[config.mk]
export PLATFORM = sky130hd
export DESIGN_NAME = hdfo_core
export DESIGN_NICKNAME = d
export VERILOG_FILES = /design/src/logic/hdfo_pkg.sv /design/src/logic/hdfo_core.sv /design/src/logic/hdfo_regfile.sv
export SDC_FILE = /design/constraint.sdc
export NUM_CORES = 1
export LEC_CHECK = 0
export ABC_AREA = 1
export BUFFER_PORTS_ARGS = -buffer_cell sky130_fd_sc_hd__buf_2
export CORE_MARGIN = 4
export CORE_UTILIZATION = 44
export DETAILED_ROUTE_END_ITERATION = 10
export PLACE_DENSITY = 0.76
export SYNTH_ARGS = -nofsm -noshare
export SYNTH_HDL_FRONTEND = slang
export SYNTH_SLANG_ARGS = --single-unit
[constraint.sdc]
create_clock -name clk -period 1.25 [get_ports clk]
set_input_delay 0.1875 -clock clk [delete_from_list [all_inputs] [get_ports clk]]
set_output_delay 0.1875 -clock clk [all_outputs]
set_load 0.1 [all_outputs]
[src/logic/hdfo_pkg.sv]
// Constants and types shared by the format override and external clock block
package hdfo_pkg;
  localparam logic [7:0] FORMAT_CONFIG_ADDR = 8'h0b;
  localparam logic [7:0] VIDEO_CONTROL_PRIMARY_ADDR = 8'h55;
  localparam logic [7:0] FORMAT_CONFIG_RST = 8'h00;
  localparam logic [7:0] VIDEO_CONTROL_PRIMARY_RST = 8'h00;
  localparam int HD_RESTRICT_POS = 5;
  localparam int FMT_SEL_LSB = 0;
  localparam int FMT_SEL_W = 5;
  localparam int EXT_VCXO_POS = 0;
  localparam logic [1:0] CTRL_PREFIX = 2'b11;
  localparam logic [4:0] GENERAL_HD_CODE = 5'h1f;
  localparam logic [9:0] FORCE_HD_WORD = 10'h33f;
  localparam int IO_FMT_HD_POS = 3;
  localparam int IO_LOCK_POS = 4;
  localparam int IO_W = 8;
  localparam int LUMA_W = 10;
  localparam int CHROMA_W = 10;
  localparam int LINE_W = 11;
  localparam logic [LINE_W-1:0] LINE_RST = 11'h000;
  localparam logic [LINE_W-1:0] LINE_ONE = 11'h001;
  localparam int REG_DEPTH = 2;
  typedef enum logic [1:0] {HDFO_HUNT, HDFO_ACTIVE, HDFO_BLANK} hdfo_state_t;
endpackage

[src/logic/hdfo_core.sv]
// Format override, framing indications and external word clock pin control
`timescale 1ns/10ps
module hdfo_core
  import hdfo_pkg::*;
(
  input wire logic clk,
  input wire logic rst_n,
  input wire logic [9:0] ancillary_port_in,
  input wire logic port_ctrl_sel,
  input wire logic port_wr,
  input wire logic [7:0] port_addr,
  output logic [9:0] ancillary_port_out,
  output logic ancillary_port_oe,
  input wire logic det_hd,
  input wire logic [4:0] det_subfmt,
  input wire logic lock_detect,
  input wire logic [LUMA_W-1:0] luma_in,
  input wire logic [CHROMA_W-1:0] chroma_in,
  input wire logic word_valid,
  input wire logic trs_eav,
  input wire logic trs_sav,
  input wire logic crc_error_in,
  input wire logic anc_packet_in,
  output logic [LUMA_W-1:0] luma_out,
  output logic [CHROMA_W-1:0] chroma_out,
  output logic eav_flag,
  output logic sav_flag,
  output logic [LINE_W-1:0] line_number,
  output logic crc_error,
  output logic anc_fifo_push,
  output logic hd_mode,
  output logic [4:0] active_subfmt,
  output logic auto_detect_en,
  output logic [IO_W-1:0] io_port,
  input wire logic video_word_clock_in,
  output logic video_word_clock_out,
  output logic video_word_clock_oe,
  output logic bias_resistor_pin_is_cv,
  output logic pfd_enable,
  output logic pfd_up,
  output logic pfd_down
);
  logic [7:0] fmt_reg;
  logic [7:0] vid_reg;
  logic [7:0] rd_data;
  logic ctrl_write;
  logic addr_fmt;
  logic addr_vid;
  logic addr_hit;
  logic hd_restrict_bit;
  logic [4:0] fmt_sel;
  logic general_hd;
  logic ext_vcxo_enable;
  logic framing_on;
  logic [9:0] port_word;
  hdfo_state_t state_q, state_d;
  logic [LINE_W-1:0] line_q, line_d;
  logic eav_q, sav_q, crc_q, push_q;
  logic [LUMA_W-1:0] luma_q;
  logic [CHROMA_W-1:0] chroma_q;
  logic video_word_clock_q;
  logic ref_s1_q, ref_s2_q, ref_prev_q;
  logic ref_rise;
  logic int_rise;
  logic eav_d, sav_d, crc_d, push_d;
  logic in_frame;
  logic pfd_up_d, pfd_down_d;
  logic pfd_up_q, pfd_down_q;
  logic video_word_clock_drive;

  function automatic logic addr_is(input logic [7:0] a, input logic [7:0] ref_a);
    return a == ref_a;
  endfunction

  function automatic logic prefix_ok(input logic [9:0] w);
    return w[9:8] == CTRL_PREFIX;
  endfunction

  assign addr_fmt = addr_is(port_addr, FORMAT_CONFIG_ADDR);
  assign addr_vid = addr_is(port_addr, VIDEO_CONTROL_PRIMARY_ADDR);
  assign addr_hit = addr_fmt | addr_vid;
  assign port_word = ancillary_port_in;
  // Control word only taken with the 11 prefix on the top bits
  // A wrong prefix is dropped silently, nothing answers on the port
  assign ctrl_write = port_ctrl_sel && port_wr && addr_hit
                      && prefix_ok(port_word);

  hdfo_regfile u_regs (
    .clk(clk),
    .rst_n(rst_n),
    .wr_en(ctrl_write),
    .wr_idx(addr_vid),
    .wr_data(port_word[7:0]),
    .rd_idx(addr_vid),
    .rd_data(rd_data),
    .reg0(fmt_reg),
    .reg1(vid_reg)
  );

  // Read back drives the port with prefix, otherwise port floats
  assign ancillary_port_oe = port_ctrl_sel && !port_wr && addr_hit;
  assign ancillary_port_out = {CTRL_PREFIX, rd_data};

  assign hd_restrict_bit = fmt_reg[HD_RESTRICT_POS];
  assign fmt_sel = fmt_reg[FMT_SEL_LSB +: FMT_SEL_W];
  assign auto_detect_en = !hd_restrict_bit;
  assign hd_mode = hd_restrict_bit | det_hd;
  assign active_subfmt = hd_restrict_bit ? fmt_sel : det_subfmt;
  assign general_hd = hd_restrict_bit && fmt_sel == GENERAL_HD_CODE;
  assign framing_on = !general_hd;

  // Line tracking follows timing reference words
  always_comb begin
    state_d = state_q;
    line_d = line_q;
    case (state_q)
      HDFO_HUNT: begin
        if (framing_on && word_valid && trs_sav) begin
          state_d = HDFO_ACTIVE;
          line_d = LINE_ONE;
        end
      end
      HDFO_ACTIVE: begin
        if (!framing_on) begin
          state_d = HDFO_HUNT;
        end else if (word_valid && trs_eav) begin
          state_d = HDFO_BLANK;
        end
      end
      HDFO_BLANK: begin
        if (!framing_on) begin
          state_d = HDFO_HUNT;
        end else if (word_valid && trs_sav) begin
          state_d = HDFO_ACTIVE;
          line_d = line_q + LINE_ONE;
        end
      end
      default: state_d = HDFO_HUNT;
    endcase
    if (!framing_on) begin
      line_d = LINE_RST;
    end
  end

  always_ff @(posedge clk or negedge rst_n) begin
    if (!rst_n) begin
      state_q <= HDFO_HUNT;
      line_q <= LINE_RST;
    end else begin
      state_q <= state_d;
      line_q <= line_d;
    end
  end

  // Framing qualifiers, all gated off while general HD is forced
  assign in_frame = state_q != HDFO_HUNT;
  assign eav_d = framing_on && word_valid && trs_eav;
  assign sav_d = framing_on && word_valid && trs_sav;
  assign crc_d = framing_on && word_valid && crc_error_in;
  // Packets only extracted once a line start has been seen
  assign push_d = framing_on && word_valid && anc_packet_in && in_frame;

  always_ff @(posedge clk or negedge rst_n) begin
    if (!rst_n) begin
      eav_q <= 1'b0;
      sav_q <= 1'b0;
      crc_q <= 1'b0;
      push_q <= 1'b0;
    end else begin
      eav_q <= eav_d;
      sav_q <= sav_d;
      crc_q <= crc_d;
      push_q <= push_d;
    end
  end

  // Samples still pass word aligned whatever the framing state
  always_ff @(posedge clk or negedge rst_n) begin
    if (!rst_n) begin
      luma_q <= '0;
      chroma_q <= '0;
    end else if (word_valid) begin
      luma_q <= luma_in;
      chroma_q <= chroma_in;
    end
  end

  assign eav_flag = eav_q;
  assign sav_flag = sav_q;
  assign crc_error = crc_q;
  assign anc_fifo_push = push_q;
  assign line_number = line_q;
  assign luma_out = luma_q;
  assign chroma_out = chroma_q;

  // Word clock: internal toggle every clk, data registers follow word_valid whatever its phase
  always_ff @(posedge clk or negedge rst_n) begin
    if (!rst_n) begin
      video_word_clock_q <= 1'b0;
    end else begin
      video_word_clock_q <= !video_word_clock_q;
    end
  end
  // Internal edge marked while video_word_clock_q is low, the clk before it rises
  assign int_rise = !video_word_clock_q;

  assign ext_vcxo_enable = vid_reg[EXT_VCXO_POS];
  assign pfd_enable = ext_vcxo_enable;
  assign bias_resistor_pin_is_cv = ext_vcxo_enable;
  assign video_word_clock_oe = !ext_vcxo_enable;

  // Output side of the word clock pin parks low once the pin is an input
  assign video_word_clock_drive = ext_vcxo_enable ? 1'b0 : video_word_clock_q;
  assign video_word_clock_out = video_word_clock_drive;

  // External VCXO edge, synchronised before comparison
  always_ff @(posedge clk or negedge rst_n) begin
    if (!rst_n) begin
      ref_s1_q <= 1'b0;
      ref_s2_q <= 1'b0;
      ref_prev_q <= 1'b0;
    end else begin
      ref_s1_q <= video_word_clock_in;
      ref_s2_q <= ref_s1_q;
      ref_prev_q <= ref_s2_q;
    end
  end
  assign ref_rise = ref_s2_q && !ref_prev_q;

  // Phase detector pulses steer the VCXO towards the word rate
  assign pfd_up_d = ext_vcxo_enable && int_rise && !ref_rise;
  assign pfd_down_d = ext_vcxo_enable && ref_rise && !int_rise;

  // Pulses leave from flops so the control voltage pin sees no glitches
  always_ff @(posedge clk or negedge rst_n) begin
    if (!rst_n) begin
      pfd_up_q <= 1'b0;
      pfd_down_q <= 1'b0;
    end else begin
      pfd_up_q <= pfd_up_d;
      pfd_down_q <= pfd_down_d;
    end
  end

  assign pfd_up = pfd_up_q;
  assign pfd_down = pfd_down_q;

  // Power-on mapping of status onto the I/O port, other bits held low
  genvar b;
  generate
    for (b = 0; b < IO_W; b++) begin : g_io
      if (b == IO_FMT_HD_POS) begin : g_fmt
        assign io_port[b] = hd_mode;
      end else if (b == IO_LOCK_POS) begin : g_lock
        assign io_port[b] = lock_detect;
      end else begin : g_zero
        assign io_port[b] = 1'b0;
      end
    end
  endgenerate
endmodule

[src/logic/hdfo_regfile.sv]
// Small register store for the two control registers, registered read data
`timescale 1ns/10ps
module hdfo_regfile
  import hdfo_pkg::*;
(
  input wire logic clk,
  input wire logic rst_n,
  input wire logic wr_en,
  input wire logic [0:0] wr_idx,
  input wire logic [7:0] wr_data,
  input wire logic [0:0] rd_idx,
  output logic [7:0] rd_data,
  output logic [7:0] reg0,
  output logic [7:0] reg1
);
  logic [7:0] mem_q [REG_DEPTH];

  genvar g;
  generate
    for (g = 0; g < REG_DEPTH; g++) begin : g_reg
      always_ff @(posedge clk or negedge rst_n) begin
        if (!rst_n) begin
          mem_q[g] <= (g == 0) ? FORMAT_CONFIG_RST : VIDEO_CONTROL_PRIMARY_RST;
        end else if (wr_en && wr_idx == 1'(g)) begin
          mem_q[g] <= wr_data;
        end
      end
    end
  endgenerate

  always_ff @(posedge clk or negedge rst_n) begin
    if (!rst_n) begin
      rd_data <= 8'h00;
    end else begin
      rd_data <= mem_q[rd_idx];
    end
  end

  assign reg0 = mem_q[0];
  assign reg1 = mem_q[1];
endmodule

==> run_results.csv <==
group,metric,value,unit
status,run_status,"finished, violations left",
status,violations,"setup timing",
drt,vias,2946,
run,maxCapViolations,0,
timing,fin_skew,11.7,ps
grt,grt_max_degree,68,
floorplan,rows,30,
power_and_ir_drop,ir_drop,1.09,mV
floorplan,pin_count,122,
floorplan,start_util,0.451,
floorplan,fp.dieH,91.4,um
cts,insertion_delay,330,ps
cts,numCtsBuffers,9,
timing,timing.final.ws_setup,-341,ps
final_layout,diodes,0,
timing,post-route-period-util,1.27,
logic_synthesis,synth_area,0.00306,mm^2
cts,htreeDepth,3,
logic_synthesis,ys_async_sr_fraction,1.00,
timing,max_freq,0.629,GHz
timing,hold_viol,0,
final_layout,fill_cells,386,
final_layout,final_area,0.00552,mm^2
power_and_ir_drop,power.total,6.44,mW
min_path,hp-class,"primary input to register",
worst_setup_path,crit_path_cell_trace,"buf_6 > nand2_4 > nor3_4 > nand2_2 > nand2_4 > buf_12 > nand2_4 > nand2_2 > nand2_1 > nor2_1",
cts,numClockSinks,67,
power_and_ir_drop,leakage,2.71,nW
worst_setup_path,crit_buf_inv,2,
cts,max-clock-path-buffers,2,
floorplan,fp.dieArea,0.00836,mm^2
grt,antenna_found_initial,0,
drt,route.detailed.drc,0,
logic_synthesis,yosys.area.top_type,"dfrtp_1",
cts,cts-root-buf,"clkbuf_8",
timing,period_minus_slack,1590,ps
worst_setup_path,cp.required,1490,ps
worst_setup_path,cp_slowest_cell,"dfrtp_2",
final_layout,syn2layout_area_growth,80.3,%
floorplan,coreArea,0.00679,mm^2
logic_synthesis,synth_common_cells,"nand2_1, dfrtp_1, inv_1",
grt,grt_pass1_wl,14.0,mm
final_layout,nNetsFinal,560,
logic_synthesis,synth-edff-count,0,
grt,grt_overflow_total,0,
timing,tns,-4750,ps
drt,routedWlPerCell,15.4,um
logic_synthesis,syn_area_per_cell,8.80,um^2
timing,slew_viol_final,0,
logic_synthesis,post-synth-top-count-cell,"nand2_1",
grt,gr-usage-all-layers,0.211,
logic_synthesis,yosys_warnings,0,
logic_synthesis,synth_ff_type,"dfrtp_1",
worst_setup_path,critical-path-max-stage-delay,410,ps
drt,drt_pass1_iterations,4,
timing,rsz0062_at_grt,"true",
grt,grt_pass1_vias,3019,
worst_setup_path,critPathCaptureType,"register",
place,dp_hpwl,6.01,mm
drt,via_per_inst,4.87,
logic_synthesis,ys_seq_area_frac,0.547,
worst_setup_path,crit_type,"register to register",
worst_setup_path,cp_data_arrival_time,1830,ps
drt,drt-total-wl,9.31,mm
floorplan,die_width,91.4,um
final_layout,drive_gt1_frac,0.583,
logic_synthesis,synthCells,348,
worst_setup_path,critPathTopFamily,"simple AND/OR/NAND/NOR gates",
logic_synthesis,synth_top_area_share,0.547,
cts,cts_tree,"done",
worst_setup_path,crit_fanout,5,
cts,clk_pin_slew_worst_paths,80,ps
timing,setup_viol,26,
worst_setup_path,critPathLaunchType,"register",
logic_synthesis,synthDistinctLibCells,25,
drt,drt_iter0_drc,112,
place,place.gp.congestion,0.842,
place,portBuffers,111,
logic_synthesis,synth.top_cells.by_area,"dfrtp_1, nand2_1, mux2_2",
power_and_ir_drop,power_density,1170,mW/mm^2
drt,postRouteAntennaNets,0,
logic_synthesis,synth_seq_cells,67,
worst_setup_path,crit_path_frequent_cell,"nand2_4",
place,pre_cts_ws,-77.7,ps
place,place_area,0.00486,mm^2
==> per-layer routing <==
layer	vias up	share of wire	GRT usage	wire, um
li1	1370	-	-	-
met1	1424	0.35	0.234	3280
met2	125	0.55	0.385	5140
met3	27	0.065	0.0489	602
met4	0	0.031	0.0892	288
met5	-	0	0	0
==> through the flow <==
step                instances  utilization  hold WS (ps)
CTS                       597        0.782          42.3
detailed placement        565        0.715           234
floorplan                 354            -          -108
finish                    605        0.813          62.0
global placement          565        0.715           234
global route              605        0.813          55.3
==> power breakdown <==
group          leakage, nW  switching [mW]  internal, mW
clock network       0.0905           0.867         0.972
logic                 1.79            1.38         0.768
registers            0.826           0.140          2.31
total                 2.70            2.38          4.05
==> cell families after synthesis <==
family	synth area share
buffers and inverters	0.0948
and+or+nand+nor	0.234
muxes	0.0735
DFF	0.547
other	0.00245
AOI/OAI and AO/OA	0.0433
adders and majority gates	0.00408
==> cell usage in the layout, fill, tap and decap left out, drive strengths merged <==
master,count
nor2,32
dfrtp,67
buf,153
or2,1
clkbuf,10
a21oi,5
bufinv,1
inv,43
clkinvlp,5
clkinv,3
nor3,3
and3,1
nand4,2
mux2,20
ha,1
o21ai,20
o211ai,1
conb,8
nand2,116
nand3,14
nor4,1
dlygate4sd3,2
==> final cells by class <==
| type | instances | area (um^2) | share of cell area |
|---|---|---|---|
| repair inverters | 1 | 16.3 | 0.00295 |
| multi-input cells | 225 | 1420 | 0.258 |
| flip-flops and latches | 67 | 1750 | 0.316 |
| clock inverters | 6 | 65.1 | 0.0118 |
| clock buffers | 10 | 138 | 0.0249 |
| well taps | 96 | 120 | 0.0217 |
| inverters | 45 | 224 | 0.0406 |
| repair buffers | 155 | 1790 | 0.324 |
==> tightest hold or removal path, delay by kind of cell <==
family,cells,cell delay [ps]
buffers and inverters,1,90
AND/OR/NAND/NOR,2,90
==> final timing paths <==
path	startpoint	endpoint	slack [ps]	cells past startpoint
max	u_regs.reg0[5]$_DFFE_PN0P_	line_number[3]$_DFFE_PN0P_	-340	10
min	ancillary_port_in[2]	u_regs.reg1[2]$_DFFE_PN0P_	60	3
max reg2reg	u_regs.reg0[5]$_DFFE_PN0P_	line_number[3]$_DFFE_PN0P_	-340	10
min in group asynchronous	rst_n	u_regs.rd_data[3]$_DFF_PN0_	390	3
max in group asynchronous	rst_n	line_number[7]$_DFFE_PN0P_	530	3
min reg2reg	ref_s1_q$_DFF_PN0_	ref_s2_q$_DFF_PN0_	360	0
==> flip-flops by register name, summed over array words and instances, names as in the netlist <==
| register | count |
|---|---|
| pfd_up | 1 |
| u_regs.rd_data | 8 |
| pfd_down | 1 |
| video_word_clock_q | 1 |
| state_q | 2 |
| u_regs.reg0 | 8 |
| ref_s2_q | 1 |
| sav_flag | 1 |
| eav_flag | 1 |
| u_regs.reg1 | 8 |
| crc_error | 1 |
| ref_s1_q | 1 |
| line_number | 11 |
| luma_out | 10 |
| ref_prev_q | 1 |
| anc_fifo_push | 1 |
| chroma_out | 10 |
==> what timing repair did <==
item	CTS	global route
gates cloned	2	1
endpoints found under the setup margin	36	31
resized for setup	25	51
buffers inserted	12	10
hold buffers	2	0
pin swaps	6	16
endpoints found under the hold margin	68	0
(Power assumes the default switching activity.)
